### src/include/srx_pkg.sv
package srx_pkg;

   // ----------------------------------------------------------------
   // Clock and timing
   // ----------------------------------------------------------------
   localparam int CLK_MHZ     = 25;
   localparam int PRE_TMO_US  = 100;                  // No preamble at all
   localparam int PRE_TMO_CYC = PRE_TMO_US * CLK_MHZ; // Longest time, floor

   // ----------------------------------------------------------------
   // Register map (byte addresses) and control fields
   // ----------------------------------------------------------------
   localparam logic [7:0] A_CTRL  = 8'h00;
   localparam logic [7:0] A_STAT  = 8'h04;
   localparam logic [7:0] A_CS    = 8'h08;
   localparam logic [7:0] A_FSPER = 8'h0C;
   localparam int C_RANGE = 0;   // 2 bits, fs_flag_range_select
   localparam int C_SRC   = 2;   // flag_pin_source_select, 1 = emphasis
   localparam int C_NPERR = 3;   // nonpcm_error_select
   localparam int C_HOLD  = 4;   // 2 bits, error_hold_time
   localparam int C_PFMT  = 6;   // parity_flag_format
   localparam int C_TOL   = 7;   // fs_change_tolerance
   localparam int C_COMB  = 8;   // indicator_combine_select
   localparam int C_NPIRQ = 9;   // nonpcm_interrupt_source
   localparam int C_AUTO  = 10;  // Oscillator auto-stop mode
   localparam int CTRL_W  = 11;
   localparam logic [CTRL_W-1:0] CTRL_RST = 11'h000;

   // ----------------------------------------------------------------
   // Stream constants
   // ----------------------------------------------------------------
   localparam int CS_AUDIO = 1;
   localparam int CS_EMPH  = 3;   // 3 bits
   localparam int CS_FS    = 24;  // 4 bits
   localparam logic [2:0]  EMPH_5015    = 3'h1;
   localparam logic [7:0]  BLOCK_FRAMES = 8'hC0;   // 192
   localparam logic [3:0]  RUN_LONG     = 4'h9;
   localparam logic [11:0] DTS_LAST     = 12'hFFF; // Every 4096th frame
   localparam logic [15:0] IEC_PA = 16'hF872;
   localparam logic [15:0] IEC_PB = 16'h4E1F;
   localparam logic [15:0] DTS_W0 = 16'h1FFF;
   localparam logic [15:0] DTS_W1 = 16'hE800;

   // ----------------------------------------------------------------
   // Frame period bounds in crystal cycles, and fs codes
   // ----------------------------------------------------------------
   localparam logic [11:0] P_MAX = 12'h384;   // 900
   localparam logic [11:0] P_32  = 12'h2A2;   // 674
   localparam logic [11:0] P_44  = 12'h220;   // 544
   localparam logic [11:0] P_48  = 12'h192;   // 402
   localparam logic [11:0] P_88  = 12'h110;   // 272
   localparam logic [11:0] P_96  = 12'h0C8;   // 200
   localparam logic [11:0] P_176 = 12'h087;   // 135
   localparam logic [11:0] P_192 = 12'h06E;   // 110

   typedef enum logic [2:0] {
      FS_NONE, FS_32, FS_44, FS_48, FS_88, FS_96, FS_176, FS_192
   } srx_fs_e;

   typedef enum logic [1:0] {
      ST_OK = 2'b00, ST_ERR = 2'b01, ST_HOLD = 2'b11
   } srx_flag_e;

   function automatic srx_fs_e srx_classify(input logic [11:0] p);
      if (p >= P_MAX)      return FS_NONE;
      else if (p >= P_32)  return FS_32;
      else if (p >= P_44)  return FS_44;
      else if (p >= P_48)  return FS_48;
      else if (p >= P_88)  return FS_88;
      else if (p >= P_96)  return FS_96;
      else if (p >= P_176) return FS_176;
      else if (p >= P_192) return FS_192;
      else                 return FS_NONE;
   endfunction

   function automatic logic srx_range_hit(input logic [1:0] sel,
                                          input srx_fs_e    c);
      case (sel)
         2'b00:   return c == FS_32 || c == FS_44 || c == FS_48;
         2'b01:   return c == FS_88 || c == FS_96;
         2'b10:   return c == FS_176 || c == FS_192;
         default: return c >= FS_88;
      endcase
   endfunction

endpackage

### src/design/srx_error_flags.sv
`timescale 1ns/100ps
// What this block does
// - Measure fs on crystal clock; auto mode only during error, else always.
// - fs flag pin high per 2-bit range select of measured rate.
// - Error flag high whenever lock error or data error present.
// - Lose lock on bi-phase fault, missing preambles, or blocks not 192.
// - After errors clear, keep flag high for selectable 3 to 144 ms.
// - Error flag moves on frame word clock edges; a compare hit raises it at once.
// - Nine or more consecutive parity errors raise flag, then hold time.
// - Short parity runs show on the flag per the parity format bit.
// - While flag low, block-to-block cs fs bits or fs change raises error.
// - Tolerance option ignores in-range fs change and skips cs compare.
// - Non-PCM-as-error option raises flag and mutes output data.
// - Short parity runs on PCM repeat previous same-channel sample.
// - PCM judgement uses cs bit 1 captured before the parity error.
// - Output data forced low on lock error or long parity run.
// - cs bits held on short runs, cleared on errors; fs cleared on unlock.
// - Output resumes at first frame clock edge after flag falls.
// - Indicator pin shows cs bit 1 at once, even during error.
// - Combine select ORs burst sync flags onto the indicator pin.
// - Source select puts emphasis state on the fs flag pin at once.
// - IEC burst sync flag searched and shown only for non-PCM streams; DTS for any.
// - 14-bit sync checked each 4096th frame with base rate, held.
// - Interrupt pin low on sync detect; flags cleared on fs or errors.
module srx_error_flags
   import srx_pkg::*;
#(
   parameter int HOLD0_US = 3000,
   parameter int HOLD1_US = 24000,
   parameter int HOLD2_US = 72000,
   parameter int HOLD3_US = 144000
) (
   input  wire logic        hclk,
   input  wire logic        hresetn,
   input  wire logic        hsel,
   input  wire logic [31:0] haddr,
   input  wire logic [1:0]  htrans,
   input  wire logic        hwrite,
   input  wire logic [2:0]  hsize,
   input  wire logic [31:0] hwdata,
   input  wire logic        hready,
   output logic             hreadyout,
   output logic             hresp,
   output logic [31:0]      hrdata,
   input  wire logic        frame_word_clock,
   input  wire logic        sf_valid,
   input  wire logic        sf_left,
   input  wire logic        sf_block,
   input  wire logic [23:0] sf_data,
   input  wire logic        sf_parity_err,
   input  wire logic        sf_cs_bit,
   input  wire logic        biphase_err,
   output logic             fs_flag_pin,
   output logic             error_flag_pin,
   output logic             indicator_pin,
   output logic             irq_n,
   output logic             out_valid,
   output logic             out_left,
   output logic [23:0]      out_data
);

   localparam logic [21:0] HOLD0_CYC = 22'(HOLD0_US * CLK_MHZ);
   localparam logic [21:0] HOLD1_CYC = 22'(HOLD1_US * CLK_MHZ);
   localparam logic [21:0] HOLD2_CYC = 22'(HOLD2_US * CLK_MHZ);
   localparam logic [21:0] HOLD3_CYC = 22'(HOLD3_US * CLK_MHZ);

   logic [CTRL_W-1:0] ctrl;
   logic [1:0]        fwc_sync;
   logic              fwc_last, fwc_rise;
   logic [7:0]        blk_frames;
   logic [4:0]        cs_idx;
   logic [11:0]       tmo_cnt;
   logic              lock_err, cmp_hit, data_err, short_err;
   logic [3:0]        run, next_run;
   logic [31:0]       cs;
   logic              nonpcm, emph, mute, err_src, out_en;
   logic [11:0]       per_cnt, fs_period;
   srx_fs_e           fs_code, blk_fs, meas;
   logic [3:0]        blk_csfs;
   logic              measure_en, fs_chg, clr_det;
   srx_flag_e         st, next_st;
   logic [21:0]       hold_cnt, hold_load;
   logic              err_q;
   logic [23:0]       prev [2];
   logic [15:0]       last_word;
   logic              iec_flag, dts_flag, dts_seen;
   logic [11:0]       dts_frames;
   logic              wr_pend;
   logic [7:0]        wr_addr;

   // ----------------------------------------------------------------
   // Frame word clock synchroniser and edge finder
   // ----------------------------------------------------------------
   always_ff @(posedge hclk or negedge hresetn) begin
      if (!hresetn) begin
         fwc_sync <= 2'b00;
         fwc_last <= 1'b0;
      end else begin
         fwc_sync <= {fwc_sync[0], frame_word_clock};
         fwc_last <= fwc_sync[1];
      end
   end
   assign fwc_rise = fwc_sync[1] & ~fwc_last;

   // ----------------------------------------------------------------
   // Lock supervision
   // ----------------------------------------------------------------
   // Block length is measured between two B preambles, so lock returns at the
   // first B that closes a 192-frame block, even one begun before the fault
   always_ff @(posedge hclk or negedge hresetn) begin
      if (!hresetn) begin
         blk_frames <= 8'h00;
         tmo_cnt    <= 12'h000;
         lock_err   <= 1'b1;
      end else begin
         if (sf_valid && sf_block)
            blk_frames <= 8'h00;
         else if (sf_valid && !sf_left)
            blk_frames <= blk_frames + 8'h01;
         if (sf_valid)
            tmo_cnt <= 12'h000;
         else if (tmo_cnt != 12'(PRE_TMO_CYC))
            tmo_cnt <= tmo_cnt + 12'h001;
         if (biphase_err || tmo_cnt == 12'(PRE_TMO_CYC) || cmp_hit ||
             (sf_valid && sf_block && blk_frames != BLOCK_FRAMES))
            lock_err <= 1'b1;
         else if (sf_valid && sf_block)
            lock_err <= 1'b0;
      end
   end

   // ----------------------------------------------------------------
   // Parity run counter
   // ----------------------------------------------------------------
   always_comb begin
      if (!sf_parity_err)
         next_run = 4'h0;
      else if (run == 4'hF)
         next_run = run;
      else
         next_run = run + 4'h1;
   end

   always_ff @(posedge hclk or negedge hresetn) begin
      if (!hresetn)
         run <= 4'h0;
      else if (sf_valid)
         run <= next_run;
   end
   assign data_err  = run >= RUN_LONG;
   assign short_err = run != 4'h0 && run < RUN_LONG;

   // ----------------------------------------------------------------
   // Channel status capture, left subframes only
   // ----------------------------------------------------------------
   assign cs_idx = sf_block ? 5'h00 : blk_frames[4:0];
   always_ff @(posedge hclk or negedge hresetn) begin
      if (!hresetn)
         cs <= 32'h0000_0000;
      else if (lock_err || data_err)
         cs <= 32'h0000_0000;
      else if (sf_valid && sf_left && !sf_parity_err &&
               (sf_block || blk_frames < 8'h20))
         cs[cs_idx] <= sf_cs_bit;
   end
   // Held bits keep the pre-error value, so this is the earlier bit 1
   assign nonpcm = cs[CS_AUDIO];
   assign emph   = cs[CS_EMPH +: 3] == EMPH_5015;

   // ----------------------------------------------------------------
   // Sampling frequency measurement, one frame period per sample
   // ----------------------------------------------------------------
   assign measure_en = !ctrl[C_AUTO] || (err_q && !lock_err);
   assign meas       = srx_classify(per_cnt);
   assign fs_chg     = fwc_rise && measure_en && !lock_err &&
                       meas != fs_code;

   always_ff @(posedge hclk or negedge hresetn) begin
      if (!hresetn) begin
         per_cnt   <= 12'h000;
         fs_period <= 12'h000;
         fs_code   <= FS_NONE;
      end else begin
         if (fwc_rise)
            per_cnt <= 12'h001;
         else if (per_cnt != 12'hFFF)
            per_cnt <= per_cnt + 12'h001;
         if (lock_err)
            fs_code <= FS_NONE;
         else if (fwc_rise && measure_en) begin
            fs_code   <= meas;
            fs_period <= per_cnt;
         end
      end
   end

   // ----------------------------------------------------------------
   // Block-to-block comparison
   // ----------------------------------------------------------------
   assign cmp_hit = sf_valid && sf_block && !err_q &&
      ((!ctrl[C_TOL] && cs[CS_FS +: 4] != blk_csfs) ||
       ((!ctrl[C_TOL] || fs_code == FS_NONE) && fs_code != blk_fs));

   always_ff @(posedge hclk or negedge hresetn) begin
      if (!hresetn) begin
         blk_csfs <= 4'h0;
         blk_fs   <= FS_NONE;
      end else if (sf_valid && sf_block) begin
         blk_csfs <= cs[CS_FS +: 4];
         blk_fs   <= fs_code;
      end
   end

   // ----------------------------------------------------------------
   // Error flag state machine
   // ----------------------------------------------------------------
   assign err_src = lock_err || data_err ||
                    (ctrl[C_NPERR] && nonpcm) ||
                    (ctrl[C_PFMT] && short_err);

   always_comb begin
      case (ctrl[C_HOLD +: 2])
         2'b00:   hold_load = HOLD0_CYC;
         2'b01:   hold_load = HOLD1_CYC;
         2'b10:   hold_load = HOLD2_CYC;
         default: hold_load = HOLD3_CYC;
      endcase
   end

   always_comb begin
      case (st)
         ST_OK:   next_st = err_src ? ST_ERR : ST_OK;
         ST_ERR:  next_st = err_src ? ST_ERR : ST_HOLD;
         ST_HOLD: begin
            if (err_src)
               next_st = ST_ERR;
            else if (hold_cnt == 22'h0)
               next_st = ST_OK;
            else
               next_st = ST_HOLD;
         end
         default: next_st = ST_ERR;
      endcase
   end

   // Only the compare hit bypasses the frame clock: it must show at once
   always_ff @(posedge hclk or negedge hresetn) begin
      if (!hresetn) begin
         st       <= ST_ERR;
         hold_cnt <= 22'h0;
         err_q    <= 1'b1;
      end else begin
         if (st == ST_HOLD && hold_cnt != 22'h0)
            hold_cnt <= hold_cnt - 22'h1;
         if (fwc_rise) begin
            st <= next_st;
            if (st == ST_ERR && next_st == ST_HOLD)
               hold_cnt <= hold_load;
         end
         if (cmp_hit)
            err_q <= 1'b1;
         else if (fwc_rise)
            err_q <= next_st != ST_OK;
      end
   end
   assign error_flag_pin = err_q;

   // Output gate reopens one frame clock edge after the flag falls
   always_ff @(posedge hclk or negedge hresetn) begin
      if (!hresetn)
         out_en <= 1'b0;
      else if (err_q)
         out_en <= 1'b0;
      else if (fwc_rise)
         out_en <= 1'b1;
   end

   // ----------------------------------------------------------------
   // Data path: mute, substitution, pass-through
   // ----------------------------------------------------------------
   assign mute = lock_err || next_run >= RUN_LONG ||
                 !out_en || (ctrl[C_NPERR] && nonpcm);

   always_ff @(posedge hclk or negedge hresetn) begin
      if (!hresetn) begin
         out_valid <= 1'b0;
         out_left  <= 1'b0;
         out_data  <= 24'h0;
         for (int i = 0; i < 2; i++)
            prev[i] <= 24'h0;
      end else begin
         out_valid <= sf_valid;
         if (sf_valid) begin
            out_left <= sf_left;
            if (mute)
               out_data <= 24'h0;
            else if (sf_parity_err && !nonpcm)
               out_data <= prev[sf_left];
            else
               out_data <= sf_data;
            if (!sf_parity_err)
               prev[sf_left] <= sf_data;
         end
      end
   end

   // ----------------------------------------------------------------
   // Compressed audio sync detection
   // ----------------------------------------------------------------
   assign clr_det = fs_chg || lock_err || data_err;

   always_ff @(posedge hclk or negedge hresetn) begin
      if (!hresetn) begin
         last_word  <= 16'h0;
         iec_flag   <= 1'b0;
         dts_flag   <= 1'b0;
         dts_seen   <= 1'b0;
         dts_frames <= 12'h000;
      end else begin
         if (sf_valid)
            last_word <= sf_data[23:8];
         if (clr_det || !nonpcm)
            iec_flag <= 1'b0;
         else if (sf_valid && last_word == IEC_PA &&
                  sf_data[23:8] == IEC_PB)
            iec_flag <= 1'b1;
         if (sf_valid && !sf_left)
            dts_frames <= dts_frames + 12'h001;
         // A sighting inside the period is held only until the period boundary
         if (clr_det) begin
            dts_flag <= 1'b0;
            dts_seen <= 1'b0;
         end else if (sf_valid && !sf_left && dts_frames == DTS_LAST) begin
            // A sighting in the last frame of a period still counts
            dts_flag <= (dts_seen || (last_word == DTS_W0 &&
                         sf_data[23:8] == DTS_W1)) &&
                        (fs_code == FS_44 || fs_code == FS_48);
            dts_seen <= 1'b0;
         end else if (sf_valid && last_word == DTS_W0 &&
                      sf_data[23:8] == DTS_W1)
            dts_seen <= 1'b1;
      end
   end

   // ----------------------------------------------------------------
   // Flag pins: immediate, independent of the error flag
   // ----------------------------------------------------------------
   always_ff @(posedge hclk or negedge hresetn) begin
      if (!hresetn) begin
         fs_flag_pin   <= 1'b0;
         indicator_pin <= 1'b0;
         irq_n         <= 1'b1;
      end else begin
         fs_flag_pin <= ctrl[C_SRC] ? emph :
                        srx_range_hit(ctrl[C_RANGE +: 2], fs_code);
         indicator_pin <= nonpcm ||
                          (ctrl[C_COMB] && (iec_flag || dts_flag));
         irq_n <= !(ctrl[C_NPIRQ] && (iec_flag || dts_flag));
      end
   end

   // ----------------------------------------------------------------
   // AHB-Lite slave: zero wait states, always OKAY
   // ----------------------------------------------------------------
   always_ff @(posedge hclk or negedge hresetn) begin
      if (!hresetn) begin
         wr_pend <= 1'b0;
         wr_addr <= 8'h00;
         hrdata  <= 32'h0;
      end else begin
         wr_pend <= 1'b0;
         if (hsel && htrans[1] && hready && hsize == 3'b010) begin
            if (hwrite) begin
               wr_pend <= 1'b1;
               wr_addr <= haddr[7:0];
            end else begin
               case (haddr[7:0])
                  A_CTRL:  hrdata <= {21'h0, ctrl};
                  A_STAT:  hrdata <= {21'h0, fs_code, out_en, dts_flag,
                                      iec_flag, emph, nonpcm, data_err,
                                      lock_err, err_q};
                  A_CS:    hrdata <= cs;
                  A_FSPER: hrdata <= {20'h0, fs_period};
                  default: hrdata <= 32'h0;
               endcase
            end
         end
      end
   end

   always_ff @(posedge hclk or negedge hresetn) begin
      if (!hresetn)
         ctrl <= CTRL_RST;
      else if (wr_pend && wr_addr == A_CTRL)
         ctrl <= hwdata[CTRL_W-1:0];
   end
   assign hreadyout = 1'b1;
   assign hresp     = 1'b0;
endmodule // srx_error_flags

### config.mk
export PLATFORM = sky130hd
export DESIGN_NAME = srx_error_flags
export DESIGN_NICKNAME = d
export VERILOG_FILES = /design/src/include/srx_pkg.sv /design/src/design/srx_error_flags.sv
export SDC_FILE = /design/constraint.sdc
export NUM_CORES = 1
export LEC_CHECK = 0
export BUFFER_PORTS_ARGS = -buffer_cell sky130_fd_sc_hd__buf_2
export CAP_MARGIN = 20
export CELL_PAD_IN_SITES_DETAIL_PLACEMENT = 0
export CELL_PAD_IN_SITES_GLOBAL_PLACEMENT = 2
export CORE_MARGIN = 1
export CORE_UTILIZATION = 37
export DETAILED_ROUTE_END_ITERATION = 16
export GPL_ROUTABILITY_DRIVEN = 0
export HOLD_SLACK_MARGIN = 0.05
export PLACE_DENSITY_LB_ADDON = 0.1
export RECOVER_POWER = 25
export SYNTH_ARGS = -nofsm -noshare
export SYNTH_HDL_FRONTEND = slang
export SYNTH_SLANG_ARGS = --single-unit
### constraint.sdc
create_clock -name hclk -period 3.3 [get_ports hclk]
set_input_delay 0.165 -clock hclk [delete_from_list [all_inputs] [get_ports hclk]]
set_output_delay 0.165 -clock hclk [all_outputs]
set_load 0.02 [all_outputs]
==> results, run 1 <==
- Counting flops with a built-in enable in the synthesized netlist gives 0.
- The number of setup buffers added after CTS is 0.
- In the layout the commonest cells are sky130_fd_sc_hd__dfrtp_1, sky130_fd_sc_hd__nand2_1, sky130_fd_sc_hd__buf_2.
- In this run, CTS created clock tree buffers numbering 35.
- For this design the top-level I/O count stands at 169.
- The die area is 36,900 sq um.
- Measured against its own limit, the worst slew margin works out to -43.1%.
- The final reports fail on capacitance limit, slew limit.
- The largest net degree at the start of global routing is 82.
- The repair_antennas step left the layout with diodes totalling 0.
- The post-route netlist has 21.5% of its cells at a drive strength greater than 1.
- Summed over all layers, the routed wires come to 34,400 microns.
- The data arrival at the endpoint of the critical path is 3.19 ns.
- In this run the worst path has a maximum fanout of 13.
- Summed over all instances, the cell type with the most area after synthesis is sky130_fd_sc_hd__dfrtp_1.
- The clock drives 280 sinks.
- The number of max-cap violations is 3.
- Synthesis produced 1,316 cells.
- The total routing resource utilization after global routing is 19.4%.
- Counting every net in the synthesized netlist gives 1,438.
- The synthesized netlist occupies a cell area of 13,400 sq um.
- Clock-pin slew was measured on the worst setup and hold paths at 0.06 ns.
- After detailed routing, the average wire length per cell comes to 17.6 microns.
- The worst hold-check slack is 0.129 ns.
- For the finished layout, the period the worst path requires is 2.81 ns.
- In this run the core area contains 69 standard-cell rows.
- The share of flip-flops with an asynchronous set or reset is 100%.
- Yosys printed 0 warnings.
- The worst register-to-register path begins at run[0].
- IR analysis of the VDD net gives a maximum drop of 407 uV.
- The layout filler cell count is 3,474.
- The number of instances resized during post-cts repair is 0.
- The clock root buffer master is sky130_fd_sc_hd__clkbuf_16.
- Setup repair after global routing left no endpoint under its margin.
- The setup TNS is 0 ns.
- Registers take 7010 sq um.
- The final layout net count is 1,594.
- Setup violations remaining at the end of the flow were counted as 0.
- The total vias in the final route is 10,129.
- The synthesized area per cell is 10.2 sq um.
- Before antenna repair, the detailed router went through 5 iterations.
- The clock latency on the worst-skew pair is 0.53 ns.
- The endpoint kind of the worst setup timing path is a flip-flop.
- The fraction of the yosys area taken by sequential cells is 52.5%.
- The worst setup path is launched from a flip-flop.
- The synthesis-to-finish area growth is 20.5%.
- The vias per cell is 5.18.
- The depth of the worst register-to-register path is 8.
- The flow ran to the end, but the final reports show violations.
- The number of distinct standard cells referenced by the synthesized netlist is 66.
- The global-route wire length before repair is 56,800 microns.
- TritonCTS built the clock tree.
- Summed over all cells, the static leakage comes to 7.31 nW.
- The type of the worst setup path is flip-flop to flip-flop.
- The library cell used most frequently in the layout, excluding fill and tap cells, is sky130_fd_sc_hd__dfrtp_1.
- The height of the die is 192 microns.
- By area the synthesized netlist is led by sky130_fd_sc_hd__dfrtp_1, sky130_fd_sc_hd__mux2_2, sky130_fd_sc_hd__nand2_1, sky130_fd_sc_hd__mux2i_1, sky130_fd_sc_hd__nor2_1.
- In this run the remaining antenna-violating nets after routing total 0.
- The number of global-route vias before repair is 10,200.
- The main flop type after synthesis is sky130_fd_sc_hd__dfrtp_1.
- In this run the most critical hold path is launched from haddr[3].
- Static timing analysis puts the maximum clock frequency at 0.356 GHz.
- At the worst endpoint, the required time is 3.68 ns.
- The flip-flop and latch count after synthesis is 280.
- Counting instances, the worst hold path has a depth of 2.
- The count of hold buffers inserted by post-cts repair is 48.
- The initial antenna violation count came to 0.
- The placeable core region is 35,600 sq um.
- Measured along the x axis, the die boundary spans 192 microns.
- The clock arrives with 0.0295 ns of skew.
- The total overflow reported by the global router is 0.
- The clock tree synthesis step divided the H-tree into 2 levels.
- The total count of max-transition violations in the final report is 152.
- The number of buffers between clock root and the deepest sink is 3.
- The period utilization is 85.2%.
- After detailed routing, the number of remaining DRC violations is 0.
- The startpoint of the worst setup timing path is run[0].
- Dividing total power by cell area gives a power density of 539 nW/um^2.
- The tightest min-delay check is of the input pin to flip-flop type.
- At the pin with the least slew margin, the transition time is 2.15 ns.
- The starting density of the core is 37.6%.
- The area share of the largest cell type after synthesis is 51.7%.
- Summing all multi-input logic gate instances after layout gives 5900 sq um.
- The count of buffers inserted at the top-level ports is 120.
- The hold violation total from the final report is 0.
- The first routing iteration left 533 violations.
- Summed over all nets, the half-perimeter wirelength after detailed placement is 22,600 microns.
==> cells by family (layout without fill, tap and decap cells) <==
family                   after synthesis  in the layout  synth area share (%)
AND/OR/NAND/NOR                      489            489                  17.6
flip-flops                           280            280                  52.5
AO/OA/AOI/OAI                        210            210                  9.54
multiplexers                         143            143                  11.6
buffers and inverters                120            299                  3.46
XOR/XNOR                              54             54                  3.54
adder cells (fa/ha/maj)               18             18                  1.67
other                                  2              2                0.0562
==> metal layers <==
metal	share of wire, %	GRT usage (%)	vias to the layer above
met5	0	0	-
met2	45	30.3	194
met1	49	27.9	4980
li1	-	-	4910
met4	1.7	4.75	0
met3	4.3	3.22	45
==> Yosys cell counts (10+ instances only) <==
| library cell | number |
|---|---|
| sky130_fd_sc_hd__and3_1 | 13 |
| sky130_fd_sc_hd__dfrtp_1 | 276 |
| sky130_fd_sc_hd__nor4_1 | 13 |
| sky130_fd_sc_hd__o21ai_0 | 27 |
| sky130_fd_sc_hd__nor2_1 | 114 |
| sky130_fd_sc_hd__clkbuf_1 | 65 |
| sky130_fd_sc_hd__nand3_1 | 66 |
| sky130_fd_sc_hd__mux2_2 | 97 |
| sky130_fd_sc_hd__inv_1 | 45 |
| sky130_fd_sc_hd__mux2i_1 | 46 |
| sky130_fd_sc_hd__xor2_1 | 26 |
| sky130_fd_sc_hd__nor3_1 | 26 |
| sky130_fd_sc_hd__o22ai_1 | 31 |
| sky130_fd_sc_hd__a31oi_1 | 16 |
| sky130_fd_sc_hd__or3_1 | 10 |
| sky130_fd_sc_hd__a21oi_1 | 83 |
| sky130_fd_sc_hd__nand2b_1 | 15 |
| sky130_fd_sc_hd__ha_1 | 17 |
| sky130_fd_sc_hd__xnor2_1 | 28 |
| sky130_fd_sc_hd__nand2_1 | 158 |
| sky130_fd_sc_hd__a22oi_1 | 20 |
| sky130_fd_sc_hd__nand4_1 | 19 |
==> metrics by stage <==
stage	area (sq um)	total power, mW	util [%]	cells	setup slack, ns
global route	16100	9.11	45.3	1956	0.195
floorplan	13400	4.51	-	1316	0.885
detailed placement	14500	4.88	40.7	1848	0.458
CTS	16100	8.83	45.3	1956	0.416
global placement	14500	4.86	40.7	1848	0.551
finish	16100	8.67	45.3	1956	0.488
==> cell type report <==
cell class	count	share of cell area, %
clock buffer	50	6.68
timing repair buffer	194	8.00
inverter	45	1.05
sequential	280	43.6
tap	461	3.58
clock inverter	10	0.497
multi-input combinational	916	36.6
==> path summary, 6_finish.rpt <==
kind / slack (ns) / endpoint
setup / recovery: 0.49 / hold_cnt[17]
hold / removal: 0.13 / wr_addr[3]
setup reg to reg: 0.49 / hold_cnt[17]
hold reg to reg: 0.36 / fwc_sync[1]
max in group asynchronous: 1.07 / cs[24]
min in group asynchronous: 0.82 / hold_cnt[21]
==> worst max-delay path, stage by stage, from the launching register on <==
cell,delay (ns)
sky130_fd_sc_hd__dfrtp_1,0.45
sky130_fd_sc_hd__inv_1,0.17
sky130_fd_sc_hd__ha_1,0.18
sky130_fd_sc_hd__or3b_2,0.50
sky130_fd_sc_hd__a21o_1,0.22
sky130_fd_sc_hd__a211oi_2,0.30
sky130_fd_sc_hd__nand3b_2,0.32
sky130_fd_sc_hd__nor3_1,0.44
sky130_fd_sc_hd__a21oi_1,0.08
==> where the power goes <==
part | switching, mW | internal (mW) | total (mW)
clock | 1.49 | 2.33 | 3.82
sequential | 0.232 | 3.70 | 3.93
combinational | 0.489 | 0.428 | 0.916
total | 2.21 | 6.46 | 8.67
==> flip-flops by register name, indices dropped and copies added, names as in the netlist, 11 cells and up <==
name / flops
prev: 48
fs_period: 12
hold_cnt: 22
cs: 32
tmo_cnt: 12
last_word: 16
out_data: 24
hrdata: 32
per_cnt: 12
ctrl: 11
dts_frames: 12
Power figures use the tool's default switching activity.
==> inputs of run 2 (changes only) <==
CORE_UTILIZATION = 40   (was 37)
clock period = 3.45 ns   (was 3.3 ns; I/O delays follow)
==> results, run 2 (synthesized netlist as in run 1, its figures left out) <==
- The sink count of the clock tree was 280 (unchanged).
- The period utilization is 80.0% (-5.2 points).
- The setup TNS is 0 ns (unchanged).
- The final count of negative-setup-slack endpoints is 0 (unchanged).
- The number of instances resized during post-cts repair is 0 (unchanged).
- The total internal power is 6.11 mW (-5.4%).
- The fraction of final layout cells sized beyond drive strength 1 is 21.4% (-0.19 points).
- Signal routing reaches up to met4.
- The upper clock frequency limit is 0.362 GHz (+1.9%).
- The first-pass iteration count of the detailed router was 5 (unchanged).
- The wire length reported by the detailed router was 32,800 microns (-4.7%).
- The final core utilization was 49.0% (+3.8 points).
- The tightest slew margin relative to the limit was -74.0% (-31 points).
- The detailed placement HPWL came to 21,500 microns (-4.8%).
- The vias per cell was 5.18 (about the same).
- The antenna violation net count after detailed routing is 0 (unchanged).
- The die area is 34,100 sq um (-7.4%).
- The final clock skew is 0.0111 ns (-0.0183 ns).
- The transition time at the pin with the least slew margin is 2.61 ns (+0.464 ns).
- The type of the worst setup path is flip-flop to flip-flop.
- The run finished, with violations left.
- The hold violation total from the final report is 0 (unchanged).
- The post-CTS clock slew at the launch and capture registers of the worst setup and hold paths is 0.06 ns (about the same).
- The wire length on met2 was 14,600 microns (-5.4%).
- The die width is 185 microns (-3.8%).
- The switching power share of the total is 25.2% (-0.27 points).
- The power per unit of standard cell area is 510 nW/um^2 (-5.3%).
- The worst endpoint required time is 3.81 ns (+0.13 ns).
- The biggest cell delay along the critical path is 0.50 ns (about the same).
- The initial antenna violation count was 0 (unchanged).
- The worst min-delay path endpoint is wr_addr[2].
- The number of max-cap violations is 2 (-1).
- The worst hold path begins at haddr[2].
- The largest register by flop count is prev.
- The category of the worst setup path launch point is a flip-flop.
- The commonest non-fill, non-tap cell in the layout is sky130_fd_sc_hd__dfrtp_1.
- The post-route minimum period came to 2.76 ns (-0.0524 ns).
- The number of global-route vias before repair is 9,943 (-2.5%).
- The antenna diode count is 0 (unchanged).
- In this run the critical register-to-register path is launched from run[0].
- The largest individual stage delay along the critical path comes from the cell sky130_fd_sc_hd__or3b_2.
- The part of the total power dissipated in sequential elements is 46.0% (+0.6 points).
- The data arrival at the endpoint of the critical path was 3.12 ns (-0.07 ns).
- The layout filler cell count is 3,125 (-10%).
- The DRC marker count from the first detailed-route iteration is 512 (-3.9%).
- The total vias in the final route is 10,020 (-1.1%).
- The count of boundary I/O pins was 169 (unchanged).
- The deepest level of the CTS H-tree is 2 (unchanged).
- The post-CTS repair timing setup buffer count was 0 (unchanged).
- The class of the tightest hold or removal check is input pin to flip-flop.
- The final layout net count is 1,591 (-0.19%).
- The checks that failed: capacitance limit, slew limit.
- The final setup slack of the worst path was 0.690 ns (+0.202 ns).
- The total overflow reported by the global router is 0 (unchanged).
- The count of buffers inserted at the top-level ports is 120 (unchanged).
- The TritonCTS buffer count is 35 (unchanged).
- The number of buffers between clock root and the deepest sink was 3 (unchanged).
- Relative to the synthesized area, the layout overhead comes to 20.0%.
- The cell family with the largest share of critical-path delay is simple AND/OR/NAND/NOR gates.
- The height of the die is 185 microns (-3.8%).
- The total count of max-transition violations in the final report was 164 (+7.9%).
- The post-route met1 wirelength is 16,400 microns (-3.0%).
- The slack of the worst reg-to-reg path came to 0.69 ns (+0.20 ns).
- The largest fanout on the critical path was 15 (+2).
- The endpoint identified for the worst register-to-register timing path is hold_cnt[17].
- The site row count is 66 (-4.3%).
- The global-route wire length before repair came to 54,000 microns (-5.1%).
- In the layout the commonest cells are sky130_fd_sc_hd__dfrtp_1, sky130_fd_sc_hd__nand2_1, sky130_fd_sc_hd__buf_2.
- The switching power of the nets was 2.06 mW (-6.7%).
- TritonCTS built the clock tree.
- The count of hold buffers inserted by post-cts repair came to 46 (-4.2%).
- The worst hold-check slack came to 0.0622 ns (-0.0671 ns).
- Walking the worst path, the cells encountered are inv_1, ha_1, or3b_2, a21o_1, a211oi_2, buf_4, nand3b_2, nor3_1, a21oi_1.
- The peak ir drop on the vdd network is 447 uV (+9.9%).
- The starting density of the core is 40.9% (+3.3 points).
- The standby leakage power is 7.28 nW (-0.32%).
- The share of power burned in combinational logic is 10.7% (about the same).
- The final routed DRC violation total came to 0 (unchanged).
- The pre-CTS setup slack is 0.708 ns (+0.249 ns).
- The met3 wirelength from detailed routing is 1230 microns (-17%).
- The total routing resource utilization after global routing is 19.9% (+0.50 points).
- The number of instances on the worst hold path is 2 (unchanged).
- The number of buffer and inverter stages on the critical path is 2 (+1).
- The routed wire length per instance was 16.9 microns (-3.7%).
- Setup repair after global routing left no endpoint under its margin.
- The endpoint kind of the worst setup timing path is a flip-flop.
- The depth of the worst register-to-register path is 9 (+1).
- The clock latency on the worst-skew pair came to 0.50 ns (-0.03 ns).
- The largest net degree at the start of global routing is 98 (+20%).
- The largest registers in the layout are prev (48), cs (32), hrdata (32).
- The portion of total power attributed to the clock network is 43.3% (-0.8 points).
- The clock root buffer master is sky130_fd_sc_hd__clkbuf_16.
- The number of flip-flops in the largest register is 48 (unchanged).
- The placeable core region came to 32,700 sq um (-8.1%).
[run 2: changes by cell type in the layout (fill, tap and decap cells not counted)]
| cell | before | now |
|---|---|---|
| sky130_fd_sc_hd__clkbuf_1 | 7 | 11 |
| sky130_fd_sc_hd__clkbuf_8 | 10 | 6 |
| sky130_fd_sc_hd__dlygate4sd3_1 | 48 | 46 |
| sky130_fd_sc_hd__buf_12 | 2 | 3 |
| sky130_fd_sc_hd__buf_4 | 21 | 20 |
| sky130_fd_sc_hd__clkbuf_2 | 1 | 2 |
[run 2: area by class of cell]
class / count / area [sq um] / share of cell area (%)
well taps: 442 / 553 / 3.45
flip-flops and latches: 280 / 7010 / 43.7
clock buffers: 52 / 1040 / 6.50
clock inverters: 10 / 80.1 / 0.499
repair buffers: 191 / 1280 / 7.98
inverters: 45 / 169 / 1.05
multi-input cells: 916 / 5900 / 36.8
[run 2: routing by layer]
metal	global-route usage, %	up-vias
li1	-	4930
met1	28.8	4876
met2	30.9	174
met3	2.98	40
met4	4.96	0
met5	0	-
[run 2: worst max path at each step]
stage                  from           end  slack, ns  cells past startpoint
floorplan            run[0]  hold_cnt[12]       1.03                     10
global placement     run[0]  hold_cnt[17]       0.70                      9
detailed placement   run[0]  hold_cnt[17]       0.71                      9
CTS                  run[0]  hold_cnt[17]       0.67                      9
global route        hresetn  last_word[9]       0.35                      2
finish               run[0]  hold_cnt[17]       0.69                      9
[run 2: through the flow]
stage	area, sq um	cells	total power [mW]
global placement	14500	1828	4.64
finish	16000	1936	8.17
global route	16000	1936	8.58
detailed placement	14500	1828	4.66
floorplan	13400	1316	4.32
CTS	16100	1936	8.31
[run 2: power by group through the flow]
stage               clock [mW]  combinational, mW  sequential (mW)
floorplan                    0              0.551             3.77
global placement             0              0.834             3.81
detailed placement           0              0.841             3.82
CTS                       3.67              0.886             3.76
global route              3.80              0.985             3.80
finish                    3.54              0.871             3.76
